## src/prmc_pkg.sv

```systemverilog
// constants and types for the power reduction mode controller
// assumes a single 25 MHz system clock and an 8-bit register port
package prmc_pkg;
	localparam logic [7:0] PRMC_ADDR_PCTL   = 8'h87;
	localparam logic [7:0] PRMC_ADDR_PCTL2  = 8'hB5;
	localparam logic [7:0] PRMC_ADDR_IRQST  = 8'hC0;
	localparam logic [7:0] PRMC_ADDR_IRQMSK = 8'hC1;
	localparam logic [7:0] PRMC_ADDR_STAT   = 8'hC2;
	localparam logic [7:0] PRMC_PCTL_RST    = 8'h00;
	localparam logic [7:0] PRMC_PCTL_WMASK  = 8'hDF;
	localparam logic [7:0] PRMC_PCTL2_WMASK = 8'hBA;
	localparam int PRMC_BIT_MODE_LO   = 0;
	localparam int PRMC_BIT_MODE_HI   = 1;
	localparam int PRMC_BIT_BOI       = 4;
	localparam int PRMC_BIT_CMP_PD    = 5;
	localparam int PRMC_BIT_RTC_PD    = 7;
	localparam logic [1:0] PRMC_MODE_NORMAL = 2'h0;
	localparam logic [1:0] PRMC_MODE_IDLE   = 2'h1;
	localparam logic [1:0] PRMC_MODE_PD     = 2'h2;
	localparam logic [1:0] PRMC_MODE_TPD    = 2'h3;
	localparam logic [1:0] PRMC_OSC_XTAL = 2'h0;
	localparam logic [1:0] PRMC_OSC_RC   = 2'h1;
	localparam logic [1:0] PRMC_OSC_EXT  = 2'h2;
	localparam int PRMC_CLK_HZ      = 25000000;
	localparam int PRMC_XTAL_CLKS   = 1024;
	localparam int PRMC_RC_MS       = 200;
	localparam int PRMC_EXT_CYCLES  = 32;
	localparam int PRMC_RC_CYCLES   = (PRMC_CLK_HZ / 1000) * PRMC_RC_MS;
	localparam int PRMC_CNT_W       = 24;
	// wake sources: 0 ext0,1 ext1,2 bod,3 kbd,4 rtc,5 wdt,6 cmp
	localparam int PRMC_NSRC = 7;
	localparam int PRMC_SRC_BOD = 2;
	localparam int PRMC_SRC_RTC = 4;
	localparam int PRMC_SRC_WDT = 5;
	localparam int PRMC_SRC_CMP = 6;
	localparam logic [6:0] PRMC_TPD_WAKE = 7'h3B;
	localparam logic [2:0] PRMC_EVT_PD   = 3'h1;
	localparam logic [2:0] PRMC_EVT_WAKE = 3'h2;
	localparam logic [2:0] PRMC_EVT_IDLE = 3'h4;
	typedef enum logic [1:0] {
		PRMC_ST_RUN,
		PRMC_ST_IDLE,
		PRMC_ST_SLEEP,
		PRMC_ST_STAB
	} prmc_state_t;
endpackage

```

## src/prmc_sync_if.sv

```systemverilog
// bundle between the top and its synchroniser and stabilisation counter
// assumes all members except raw live on sys_clk_i; raw carries the asynchronous wake and reset pins
`timescale 1ns/10ps
interface prmc_sync_if #(parameter int W = 7, parameter int CW = 24);
	logic [W-1:0]  raw;
	logic [W-1:0]  synced;
	logic          start;
	logic [CW-1:0] load;
	logic          done;
	modport sync_side (input raw, output synced);
	modport cnt_side  (input start, input load, output done);
	modport top_side  (output raw, input synced, output start, output load, input done);
endinterface

```

## src/prmc_top.sv

```systemverilog
// power reduction mode controller: mode register, wake qualification, stabilisation
// assumes wake sources and reset requests are asynchronous pins; register port on sys_clk_i
`timescale 1ns/10ps
module prmc_top
	import prmc_pkg::*;
#(
	parameter int RC_CYCLES  = PRMC_RC_CYCLES,
	parameter int XTAL_CLKS  = PRMC_XTAL_CLKS,
	parameter int EXT_CYCLES = PRMC_EXT_CYCLES
) (
	input  wire logic       sys_clk_i,
	input  wire logic       resetn_i,
	input  wire logic [7:0] addr_i,
	input  wire logic [7:0] wdata_i,
	input  wire logic       wr_i,
	input  wire logic       rd_i,
	output logic      [7:0] rdata_o,
	input  wire logic [6:0] wake_irq_i,
	input  wire logic [6:0] wake_irq_en_i,
	input  wire logic       global_irq_enable_i,
	input  wire logic       wake_reset_i,
	input  wire logic       wake_reset_en_i,
	input  wire logic [1:0] osc_select_i,
	input  wire logic       rtc_enable_i,
	input  wire logic       watchdog_clock_select_i,
	input  wire logic       comparator_enable_i,
	output logic            cpu_halt_o,
	output logic            osc_run_o,
	output logic            rc_osc_run_o,
	output logic            watchdog_run_o,
	output logic            comparator_run_o,
	output logic            rtc_run_o,
	output logic            brownout_run_o,
	output logic            brownout_irq_enable_o,
	output logic            irq_o
);
	typedef struct packed {
		prmc_state_t state;
		logic [7:0]  pctl;
		logic [7:0]  pctl2;
		logic [2:0]  irq_st;
		logic [2:0]  irq_msk;
		logic [7:0]  rdata;
		logic        halt;
		logic        osc;
		logic        rc;
		logic        wdt;
		logic        cmp;
		logic        rtc;
		logic        bod;
		logic        brownout_irq_enable;
		logic        irq;
	} prmc_st_t;
	prmc_st_t st_q;
	prmc_st_t st_d;

	prmc_sync_if #(.W(PRMC_NSRC + 1), .CW(PRMC_CNT_W)) sif ();

	prmc_sync #(
		.W  (PRMC_NSRC + 1),
		.CW (PRMC_CNT_W)
	) prmc_sync_i (
		.sys_clk_i (sys_clk_i),
		.resetn_i  (resetn_i),
		.s         (sif),
		.c         (sif)
	);

	logic [PRMC_NSRC-1:0] irq_s;
	logic                 rst_s;
	logic [PRMC_NSRC-1:0] src_allow;
	logic                 irq_wake;
	logic                 rst_wake;
	logic                 any_wake;
	logic [1:0]           mode;
	logic [PRMC_CNT_W-1:0] stab_load;
	logic                 pd_any;
	logic                 tpd;

	assign sif.raw = {wake_reset_i, wake_irq_i};
	assign irq_s   = sif.synced[PRMC_NSRC-1:0];
	assign rst_s   = sif.synced[PRMC_NSRC];
	assign mode    = st_q.pctl[PRMC_BIT_MODE_HI:PRMC_BIT_MODE_LO];
	assign pd_any  = (st_q.state == PRMC_ST_SLEEP);
	assign tpd     = (mode == PRMC_MODE_TPD);

	always_comb begin
		src_allow = '1;
		if (tpd)
			src_allow = PRMC_TPD_WAKE;
		// watchdog wakes only with its clock running
		if (!watchdog_clock_select_i)
			src_allow[PRMC_SRC_WDT] = 1'b0;
		// no brownout or comparator in tpd
		if (tpd || st_q.pctl2[PRMC_BIT_CMP_PD] && !comparator_enable_i)
			src_allow[PRMC_SRC_CMP] = 1'b0;
		// rtc gated by its power-down bit
		if (st_q.pctl2[PRMC_BIT_RTC_PD])
			src_allow[PRMC_SRC_RTC] = 1'b0;
		// brownout irq needs its enable bit
		if (!st_q.pctl[PRMC_BIT_BOI])
			src_allow[PRMC_SRC_BOD] = 1'b0;
	end

	assign irq_wake = global_irq_enable_i && |(irq_s & wake_irq_en_i & src_allow);
	assign rst_wake = rst_s && wake_reset_en_i;
	assign any_wake = irq_wake || rst_wake;

	always_comb begin
		case (osc_select_i)
			PRMC_OSC_XTAL: stab_load = PRMC_CNT_W'(XTAL_CLKS);
			PRMC_OSC_RC:   stab_load = PRMC_CNT_W'(RC_CYCLES);
			PRMC_OSC_EXT:  stab_load = PRMC_CNT_W'(EXT_CYCLES);
			default:       stab_load = PRMC_CNT_W'(XTAL_CLKS);
		endcase
	end

	assign sif.start = pd_any && any_wake;
	assign sif.load  = stab_load;

	always_comb begin
		logic [2:0] evt;
		logic [7:0] rd;
		evt  = '0;
		rd   = '0;
		st_d = st_q;

		if (wr_i) begin
			case (addr_i)
				PRMC_ADDR_PCTL: begin
					st_d.pctl = wdata_i & PRMC_PCTL_WMASK;
				end
				PRMC_ADDR_PCTL2: begin
					st_d.pctl2 = wdata_i & PRMC_PCTL2_WMASK;
				end
				PRMC_ADDR_IRQST: begin
					st_d.irq_st = st_q.irq_st & ~wdata_i[2:0];
				end
				PRMC_ADDR_IRQMSK: begin
					st_d.irq_msk = wdata_i[2:0];
				end
				default: begin
				end
			endcase
		end

		case (st_q.state)
			PRMC_ST_RUN: begin
				if (wr_i && addr_i == PRMC_ADDR_PCTL) begin
					if (wdata_i[1:0] == PRMC_MODE_IDLE) begin
						st_d.state = PRMC_ST_IDLE;
					end else if (wdata_i[PRMC_BIT_MODE_HI]) begin
						st_d.state = PRMC_ST_SLEEP;
						evt        = PRMC_EVT_PD;
					end
				end
			end
			PRMC_ST_IDLE: begin
				// any enabled irq or reset ends idle
				if ((global_irq_enable_i && |(irq_s & wake_irq_en_i)) || rst_wake) begin
					st_d.state = PRMC_ST_RUN;
					st_d.pctl[PRMC_BIT_MODE_HI:PRMC_BIT_MODE_LO] = PRMC_MODE_NORMAL;
					evt        = PRMC_EVT_IDLE;
				end
			end
			PRMC_ST_SLEEP: begin
				if (any_wake)
					st_d.state = PRMC_ST_STAB;
			end
			PRMC_ST_STAB: begin
				// hold until the oscillator is stable
				if (sif.done) begin
					st_d.state = PRMC_ST_RUN;
					st_d.pctl[PRMC_BIT_MODE_HI:PRMC_BIT_MODE_LO] = PRMC_MODE_NORMAL;
					evt        = PRMC_EVT_WAKE;
				end
			end
			default: st_d.state = PRMC_ST_RUN;
		endcase

		// set wins over a same-cycle clear
		st_d.irq_st = st_d.irq_st | evt;

		case (addr_i)
			PRMC_ADDR_PCTL:   rd = st_q.pctl;
			PRMC_ADDR_PCTL2:  rd = st_q.pctl2;
			PRMC_ADDR_IRQST:  rd = {5'h00, st_q.irq_st};
			PRMC_ADDR_IRQMSK: rd = {5'h00, st_q.irq_msk};
			PRMC_ADDR_STAT:   rd = {6'h00, st_q.state};
			default:          rd = 8'h00;
		endcase
		st_d.rdata = rd_i ? rd : 8'h00;

		st_d.halt = (st_d.state != PRMC_ST_RUN);
		st_d.osc  = (st_d.state != PRMC_ST_SLEEP);
		// rc kept only as sysclk with rtc on
		st_d.rc   = (st_d.state != PRMC_ST_SLEEP) ? (osc_select_i == PRMC_OSC_RC) :
		            (osc_select_i == PRMC_OSC_RC && rtc_enable_i && !st_q.pctl2[PRMC_BIT_RTC_PD]);
		st_d.wdt  = (st_d.state != PRMC_ST_SLEEP) || watchdog_clock_select_i;
		// comparators off if disabled and powered down, or asleep in tpd
		st_d.cmp  = !(st_q.pctl2[PRMC_BIT_CMP_PD] && !comparator_enable_i) &&
		            !(st_d.state == PRMC_ST_SLEEP && tpd);
		// rtc runs when enabled and its power-down bit is clear
		st_d.rtc  = rtc_enable_i && !st_q.pctl2[PRMC_BIT_RTC_PD];
		st_d.bod  = !(st_d.state == PRMC_ST_SLEEP && tpd);
		st_d.brownout_irq_enable  = st_d.bod && st_q.pctl[PRMC_BIT_BOI];
		st_d.irq  = |(st_d.irq_st & st_d.irq_msk);
	end

	always_ff @(posedge sys_clk_i or negedge resetn_i) begin
		if (!resetn_i) begin
			st_q       <= '0;
			st_q.pctl  <= PRMC_PCTL_RST;
			st_q.state <= PRMC_ST_RUN;
			st_q.osc   <= 1'b1;
			st_q.wdt   <= 1'b1;
			st_q.cmp   <= 1'b1;
			st_q.bod   <= 1'b1;
		end else begin
			st_q <= st_d;
		end
	end

	assign rdata_o               = st_q.rdata;
	assign cpu_halt_o            = st_q.halt;
	assign osc_run_o             = st_q.osc;
	assign rc_osc_run_o          = st_q.rc;
	assign watchdog_run_o        = st_q.wdt;
	assign comparator_run_o      = st_q.cmp;
	assign rtc_run_o             = st_q.rtc;
	assign brownout_run_o        = st_q.bod;
	assign brownout_irq_enable_o = st_q.brownout_irq_enable;
	assign irq_o                 = st_q.irq;
endmodule

```

## src/prmc_sync.sv

```systemverilog
// two-flop synchroniser bank plus the oscillator stabilisation counter
// assumes asynchronous inputs and a running sys_clk_i
`timescale 1ns/10ps
module prmc_sync #(
	parameter int W  = 7,
	parameter int CW = 24
) (
	input  wire logic            sys_clk_i,
	input  wire logic            resetn_i,
	prmc_sync_if.sync_side       s,
	prmc_sync_if.cnt_side        c
);
	typedef struct packed {
		logic [W-1:0]  meta;
		logic [W-1:0]  sync;
		logic [CW-1:0] cnt;
		logic          busy;
	} prmc_sync_st_t;
	prmc_sync_st_t st_q;
	prmc_sync_st_t st_d;

	always_comb begin
		st_d      = st_q;
		st_d.meta = s.raw;
		st_d.sync = st_q.meta;
		if (c.start) begin
			st_d.cnt  = c.load;
			st_d.busy = 1'b1;
		end else if (st_q.busy) begin
			if (st_q.cnt <= CW'(1))
				st_d.busy = 1'b0;
			st_d.cnt = st_q.cnt - CW'(1);
		end
	end

	always_ff @(posedge sys_clk_i or negedge resetn_i) begin
		if (!resetn_i)
			st_q <= '0;
		else
			st_q <= st_d;
	end

	assign s.synced = st_q.sync;
	assign c.done   = st_q.busy && (st_q.cnt <= CW'(1)) && !c.start;
endmodule

```

## config.mk

```make
export PLATFORM = sky130hd
export DESIGN_NAME = prmc_top
export DESIGN_NICKNAME = d
export VERILOG_FILES = /design/src/prmc_pkg.sv /design/src/prmc_sync_if.sv /design/src/prmc_top.sv /design/src/prmc_sync.sv
export SDC_FILE = /design/constraint.sdc
export NUM_CORES = 1
export LEC_CHECK = 0
export ABC_AREA = 1
export BUFFER_PORTS_ARGS = -buffer_cell sky130_fd_sc_hd__buf_4
export CAP_MARGIN = 0
export CORE_MARGIN = 4
export CORE_UTILIZATION = 45
export DETAILED_ROUTE_END_ITERATION = 10
export PLACE_DENSITY = 0.68
export SETUP_SLACK_MARGIN = 0.02
export SLEW_MARGIN = 10
export SYNTH_ARGS = -nofsm -noshare
export SYNTH_HDL_FRONTEND = slang
export SYNTH_HIERARCHICAL = 1
export SYNTH_SLANG_ARGS = --single-unit
```

## constraint.sdc

```tcl
create_clock -name sys_clk_i -period 3.7 [get_ports sys_clk_i]
set_input_delay 0.185 -clock sys_clk_i [delete_from_list [all_inputs] [get_ports sys_clk_i]]
set_output_delay 0.185 -clock sys_clk_i [all_outputs]
set_load 0.005 [all_outputs]
```

==> reports/summary.md, run 1 <==
The class of the most critical setup path is register to register. The number of placed instances, taps included, is 660. The count of standard-cell rows was 34.

The worst-case headroom to the max-slew limit was 36.6%; the overall via count from detail_route was 3413. The number of unique standard cell types used by synthesis is 40, and the fraction of the cycle the final worst path needs is 67.3%. Clock tree synthesis selected as its root buffer the cell sky130_fd_sc_hd__clkbuf_8. The setup-violating endpoint count in the final report came out at 0. The depth of the critical timing path with buffers and inverters included works out to 21. The checks that failed: negative hold slack. The final number of max-transition violations was 0; the final number of hold-violating endpoints was 22. Counting every sink on the clock net gives 78. The finished layout holds 683 standard cells, fillers aside. For the worst setup path, the data required time is 3.94 ns. The number of H-tree levels was 3.

The die is 103 microns wide. Cell area after placement: 4550 sq um. Of all flip-flops after synthesis, the portion carrying an async set or reset was 100%.

The register bit count reported by yosys came out at 78. STA classifies the critical path endpoint as a register. The total number of yosys warnings came out at 6. The logs give 224 uV for the worst voltage drop across the vdd grid and 2.55 nW for the leakage dissipation. For this block, the initial DRC count from the detailed router was 164. The portion of synthesized cell area occupied by the leading cell type came out at 45.1%. The library cells used most frequently in the layout, excluding fill and tap cells, are sky130_fd_sc_hd__nand2_1 (137), sky130_fd_sc_hd__dfrtp_1 (74), sky130_fd_sc_hd__buf_4 (60). Measured on the finished design, the core utilization comes to 54.7%. The most used flip-flop cell after synthesis is sky130_fd_sc_hd__dfrtp_1. The initial antenna violation count is 0. In this run the worst path has a maximum fanout of 27. Once layout is done, the placed cells without fillers occupy 4820 sq um. The detail route stage leaves a number of antenna-violating nets equal to 0.

The netlist area before placement was 4100 sq um. The run gives 17.7% as the overall global routing resource usage. The category of cells accounting for the largest share of critical-path delay was simple AND/OR/NAND/NOR gates.

After global routing the overflow that remains totals 0. The die is 103 microns tall. Leaving out fill and tap cells, the most frequent cell in the layout is sky130_fd_sc_hd__nand2_1. The post-detailed-routing wire length is 8720 microns. Entering global routing, the biggest net connects 79 pins.

The number of gates resized after CTS was 0. Compared with the post-synthesis result, the final layout area differs by 17.5%. The worst register-to-register path ends at brownout_irq_enable_o.

In this run the critical register-to-register path is launched from st_q[30]. Number of buffer and inverter instances along the worst setup path: 5. The tools report the final total power as 1.61 mW. Synthesis produced a netlist whose cell count is 504.

The logs give 0 for the max-capacitance violation count and 5 for the detailed-router iteration count before antenna repair. The number of nets in the layout was 617. The path type of the worst min-delay path is input port to asynchronous set/reset pin.

The worst setup path is launched from a register. After floorplanning, the core was sized to cover 8810 sq um. Count of inserted antenna diode cells: 0. STA puts the critical path data arrival time at 2.73 ns. Among all stages on the critical path, the largest delay is contributed by sky130_fd_sc_hd__dfrtp_1.

The worst setup margin came out at 1.21 ns. The post-synthesis cell type with the largest combined area is sky130_fd_sc_hd__dfrtp_1. At the later pin of the worst-skew pair, clock insertion delay measures 0.35 ns. In the routed design, unresolved DRC markers number 0.

The clock arrives with 0.0139 ns of skew. The share of the Yosys chip area taken by registers is 47.7%. The smallest clock period supported by the final layout is computed as 2.49 ns.

Ranked by total cell area, the synthesized netlist is headed by sky130_fd_sc_hd__dfrtp_1 (45%), sky130_fd_sc_hd__nand2_1 (13%), sky130_fd_sc_hd__inv_1 (5.3%), sky130_fd_sc_hd__nor2_1 (4.7%), sky130_fd_sc_hd__nand3_1 (4.6%). The most prevalent standard cell on the critical path was sky130_fd_sc_hd__nand2_1. Setup repair after global routing left no endpoint under its margin. Using the TritonRoute via totals, the vias-per-cell ratio works out to 5.00. In the final routed layout, each cell accounts on average for 12.8 microns.

Cells with a size suffix above 1 make up 20.7% of the layout. TritonCTS built the clock tree. Timing would allow up to 0.401 GHz. The largest single stage delay on the critical path is 0.40 ns.

The first global-routing pass estimated 14900 microns of wire. The initial utilization of the core area, before any placement, comes to 46.6%. The die covers 10700 sq um. The congestion estimate from routability-driven global placement came to 0.890.

The minimum setup slack after placement is 1.23 ns. In this run, CTS created clock tree buffers numbering 9. The worst-margin pin slew is 0.950 ns.

Total I/O pin count: 59. The logs give -0.0248 ns for the worst hold slack across all endpoints and 0 ns for the final sum of negative setup slack. Clock-pin slew was measured on the worst setup and hold paths at 0.08 ns. The flow ran to the end, but the final reports show violations. The count of cells along the worst register-to-register path was 21; the power per cell area was 334 nW/um^2. Number of port buffers: 58. The signal on the critical path passes through inv_1, nand3_1, nand2_1, nor2_1, nand2_1, nand2_1, nand2_1, nand2_1, inv_1, buf_4, nor2_1, o211ai_1, nor2_1, and3_1, nor2_1, inv_1, nand2_1, inv_1, nand3_4, nor2_2, nor2_1. The logs give 2 for the maximum buffer depth of the clock tree and 6230 microns for the post-DP HPWL.

The number of enable-type register cells in the synthesized netlist is 0, and the number of global-route vias before repair is 3302. In this run the register-to-register setup slack is 1.21 ns. A synthesized cell averages 8.14 sq um.
-- state kept, by name, indices dropped and copies added (netlist names) --
register,count
prmc_sync_i/st_d,8
osc_run_o,1
mode,2
brownout_irq_enable_o,1
watchdog_run_o,1
st_q,18
rc_osc_run_o,1
brownout_run_o,1
cpu_halt_o,1
rdata_o,8
irq_o,1
prmc_sync_i/s.synced,8
comparator_run_o,1
prmc_sync_i/st_q,25
rtc_run_o,1
-- worst max-delay path by stage --
stage	slack, ns	end	start
2_1_floorplan	1.48	watchdog_run_o	prmc_sync_i/s.synced[0]
3_3_place_gp	1.34	brownout_irq_enable_o	st_q[28]
3_5_place_dp	1.23	brownout_irq_enable_o	st_q[30]
4_1_cts	1.20	brownout_irq_enable_o	st_q[30]
5_1_grt	0.90	brownout_irq_enable_o	st_q[28]
6_report	1.21	brownout_irq_enable_o	st_q[30]
-- metal layers --
layer	global-route usage, %	part of all wire [%]
met1	23.4	46
met2	29.6	48
met3	3.89	4.8
met4	4.78	1.1
met5	0	0
-- logic make-up after synthesis --
family | count (synthesis) | synth area share, %
AOI/OAI and AO/OA | 56 | 8.97
other | 1 | 0.0914
buffers and inverters | 89 | 10.3
DFF | 78 | 47.7
and+or+nand+nor | 271 | 30.4
xor gates and xnor gates | 4 | 0.854
adders and majority gates | 4 | 1.22
muxes | 1 | 0.366
-- area by class of cell --
cell class / count / area [sq um]
tap: 108 / 135
timing repair buffer: 68 / 531
sequential: 78 / 1960
multi-input combinational: 350 / 1770
fill: 819 / 3990
clock inverter: 6 / 62.6
clock buffer: 9 / 124
inverter: 64 / 240
-- Yosys cell counts (6+ instances only) --
| master | number |
|---|---|
| sky130_fd_sc_hd__nand2_2 | 8 |
| sky130_fd_sc_hd__nor2_1 | 51 |
| sky130_fd_sc_hd__nand4_1 | 10 |
| sky130_fd_sc_hd__inv_2 | 6 |
| sky130_fd_sc_hd__o21ai_1 | 15 |
| sky130_fd_sc_hd__nand3_1 | 38 |
| sky130_fd_sc_hd__a22oi_1 | 19 |
| sky130_fd_sc_hd__buf_4 | 17 |
| sky130_fd_sc_hd__inv_1 | 58 |
| sky130_fd_sc_hd__nand2_1 | 137 |
| sky130_fd_sc_hd__nor2_2 | 11 |
| sky130_fd_sc_hd__dfrtp_1 | 74 |
| sky130_fd_sc_hd__o21ai_0 | 7 |
-- worst reg2reg max path, stage by stage (launching register included) --
cell	delay [ns]
sky130_fd_sc_hd__dfrtp_1	0.40
sky130_fd_sc_hd__inv_1	0.06
sky130_fd_sc_hd__nand3_1	0.08
sky130_fd_sc_hd__nand2_1	0.05
sky130_fd_sc_hd__nor2_1	0.09
sky130_fd_sc_hd__nand2_1	0.06
sky130_fd_sc_hd__nand2_1	0.05
sky130_fd_sc_hd__nand2_1	0.05
sky130_fd_sc_hd__nand2_1	0.15
sky130_fd_sc_hd__inv_1	0.06
sky130_fd_sc_hd__buf_4	0.23
sky130_fd_sc_hd__nor2_1	0.14
sky130_fd_sc_hd__o211ai_1	0.09
sky130_fd_sc_hd__nor2_1	0.13
sky130_fd_sc_hd__and3_1	0.19
sky130_fd_sc_hd__nor2_1	0.07
sky130_fd_sc_hd__inv_1	0.05
sky130_fd_sc_hd__nand2_1	0.05
sky130_fd_sc_hd__inv_1	0.12
sky130_fd_sc_hd__nand3_4	0.10
sky130_fd_sc_hd__nor2_2	0.13
sky130_fd_sc_hd__nor2_1	0.05
-- timing repair --
item | CTS | global route
hold buffers | 8 | 0
buffers inserted | 0 | 0
endpoints found under the hold margin | 8 | 0
-- power by group --
part | internal (mW) | total [mW] | switching [mW] | leakage (nW)
Clock | 0.308 | 0.624 | 0.316 | 0.0992
Sequential | 0.870 | 0.879 | 0.00860 | 1.00
Combinational | 0.0490 | 0.105 | 0.0563 | 1.45
Total | 1.23 | 1.61 | 0.380 | 2.55
No activity file was read; power rests on OpenSTA's default activity.
==> inputs of run 2 (changes only) <==
==> constraint.sdc (replaced) <==
create_clock -name sys_clk_i -period 2.41 [get_ports sys_clk_i]
set_input_delay 0.1205 -clock sys_clk_i [delete_from_list [all_inputs] [get_ports sys_clk_i]]
set_output_delay 0.1205 -clock sys_clk_i [all_outputs]
set_load 0.005 [all_outputs]
==> reports/summary.md, run 2 (synthesis results as in run 1) <==
The run finished with clean final reports. The critical path in this run is classified as input port to register. Sequential cells burn 51.3% of the power. For the number of H-tree levels, the log shows 3. The worst setup path is launched from an input port. The worst hold path begins at rtc_enable_i. The data required time of the worst path was 2.70 ns. The first detailed-routing pass ran for 5 iterations. The worst clock skew was 0.0122 ns; the first-iteration detailed-routing DRC count was 175. Clock tree synthesis selected as its root buffer the cell sky130_fd_sc_hd__clkbuf_8. The number of global-route vias before repair was 3360; the flip-flop count of the largest register, all copies and words added was 25. The max-capacitance violation count was 0. The largest registers in the layout are prmc_sync_i/st_q (25), st_q (18). The starting utilization of the core area is 46.6%.

In the final layout, flip-flops and latches occupy 1960 sq um. The clock share of power was 42.3%; the number of antenna-violating nets in the routed design was 0. Leakage dissipation: 2.60 nW. In this run, the combinational gates consume 6.4% of the power. For the total I/O pin count, the log shows 59.

Data arrives at the worst endpoint at 2.47 ns. The die covers 10700 sq um. The category of cells accounting for the largest share of critical-path delay is simple AND/OR/NAND/NOR gates.

Setup violations remaining at the end of the flow were counted as 0. The path type of the worst min-delay path is input port to register. The most prevalent standard cell on the critical path was sky130_fd_sc_hd__nand2_1. The smallest clock period supported by the final layout is computed as 2.18 ns. The most common library cell in the layout ignoring fill and taps is sky130_fd_sc_hd__nand2_1. At the later pin of the worst-skew pair, clock insertion delay measures 0.36 ns.

In this run switching power makes up 23.7% of total power. Ranked by flip-flop count, first place goes to prmc_sync_i/st_q. The initialized floorplan defines 34 standard-cell rows. The run gives 0 as the initial antenna violation count. The largest individual stage delay along the critical path comes from the cell sky130_fd_sc_hd__dlygate4sd3_1. The total overflow left after global routing is 0.

The tools report the launching element of the worst setup path as watchdog_clock_select_i. After routing the design area is 4950 sq um. Leaving out fill and tap cells, the most frequent cells in the layout are sky130_fd_sc_hd__nand2_1 (136), sky130_fd_sc_hd__dfrtp_1 (74), sky130_fd_sc_hd__buf_4 (67).

Timing would allow up to 0.459 GHz. Across the VDD grid, the largest voltage drop is 300 uV. The placed instances occupy a cell area of 4570 sq um. The number of nets in the layout was 628; the final number of max-transition violations was 0.

Number of inserted filler cells in the final layout: 811. The largest incremental delay on the critical path is 0.54 ns, and the final total power is 2.63 mW. The first global-routing pass estimated 15800 microns of wire.

The tools report the overall global routing resource usage as 19.1%. The source of the worst register-to-register timing path is st_q[30]. The worst-case headroom to the max-slew limit came out at 35.6%. Together, buffers and inverters on the worst path number 5. Walking the worst path, the cells encountered are dlygate4sd3_1, buf_4, nand3_1, nand2_1, nor2_1, nand2_1, nand2_1, nand2_1, nand2_2, inv_1, nor2_1, o211ai_1, nor2_1, and3_1, nor2_2, inv_1, nand2_1, inv_2, nand3_4, or2_1.

Measured along the y axis, the die boundary spans 103 microns. Clock tree synthesis found a total of 78 sinks. The routed via count divided by cell count was 4.90.

In this run the power density over the cells is 531 nW/um^2. The tools report the number of remaining DRC errors as 0. Wires add up to 9210 microns. The number of port buffers is 58, and the post-DP HPWL is 6500 microns. Dividing the detail-routed wire length by the instance count gives 13.3 microns.

The multi-input combinational cells in the finished layout cover a total of 1780 sq um. Cells fill 56.3% of the core in the end. The tools report the switching power as 624 uW. In this run the deepest clock path goes through 2 buffers. Cell internal power was estimated by the tool at 2.01 mW. At the end of routability-driven placement, the weighted congestion stood at 0.906. In this run, CTS created clock tree buffers numbering 9. STA classifies the critical path endpoint as a register.

The tools report the core area as 8810 sq um. The worst-margin pin slew is 0.966 ns, and the maximum fanout encountered on the critical timing path is 4. The signed area change from the synthesized netlist to the final layout is 20.8%, and the final number of hold-violating endpoints is 0. The count of inserted antenna diode cells is 0, and the maximum number of pins on one net before global-route repair is 79. The fraction of the cycle the final worst path needs is 90.5%.

The die is 103 microns wide. After clock tree synthesis, the clock-pin slew on the worst setup and hold paths is 0.08 ns. Overall via count from detail_route: 3408. TritonCTS built the clock tree. Of the cells placed in the final design, the portion with a size suffix greater than 1 is 22.1%.
[run 2: changes by cell type in the layout (fill, tap and decap cells not counted), sizes merged]
cell         delta
bufinv          +1
clkinvlp        +2
clkbuf          +1
buf             +7
clkinv          -3
dlygate4sd3     +4
[run 2: repair_timing]
action	CTS	global route
hold buffers	12	0
endpoints found under the hold margin	85	0
gates resized for setup	0	4
endpoints found under the setup margin	0	17
setup buffers	0	5
[run 2: metrics by stage]
stage | hold WS, ns | setup TNS, ns | worst slack, ns | cells
floorplan | -0.175 | 0 | 0.189 | 517
global route | 0.00354 | -0.112 | -0.0419 | 695
CTS | 0.00278 | 0 | 0.0945 | 690
detailed placement | 0.231 | 0 | 0.114 | 662
finish | 0.0126 | 0 | 0.230 | 695
global placement | 0.229 | 0 | 0.302 | 662
[run 2: worst min-delay path, stage by stage]
cell and delay (ns):
sky130_fd_sc_hd__buf_4 0.11, sky130_fd_sc_hd__inv_1 0.05, sky130_fd_sc_hd__nor2_1 0.05
[run 2: power by group through the flow]
stage	combinational, mW	clock, mW	sequential [mW]
2_1_floorplan	0.0623	0	1.37
5_1_grt	0.194	1.21	1.35
3_5_place_dp	0.154	0	1.38
3_3_place_gp	0.151	0	1.37
6_report	0.170	1.11	1.35
4_1_cts	0.171	1.14	1.35
[run 2: final timing paths]
kind                                      endpoint  slack, ns  depth (start not counted)
max reg2reg                         watchdog_run_o       0.23                         19
min in group asynchronous     prmc_sync_i/st_d[27]       0.45                          2
max                                 watchdog_run_o       0.23                         20
min                                      rtc_run_o       0.01                          3
max in group asynchronous     prmc_sync_i/st_q[22]       1.33                          2
min reg2reg                prmc_sync_i/s.synced[4]       0.35                          0
[run 2: final cells by class]
class / count / area share [%]
sequential: 78 / 39.5
multi-input combinational: 350 / 35.9
timing repair buffer: 79 / 12.6
inverter: 64 / 4.85
tap: 108 / 2.73
clock buffer: 10 / 2.58
clock inverter: 6 / 1.92
[run 2: metal layers]
metal	vias up	part of all wire [%]	global-route usage, %
li1	1735	-	-
met1	1577	45	26.1
met2	80	47	29.7
met3	16	5.8	3.69
met4	0	1.9	8.37
met5	-	0	0
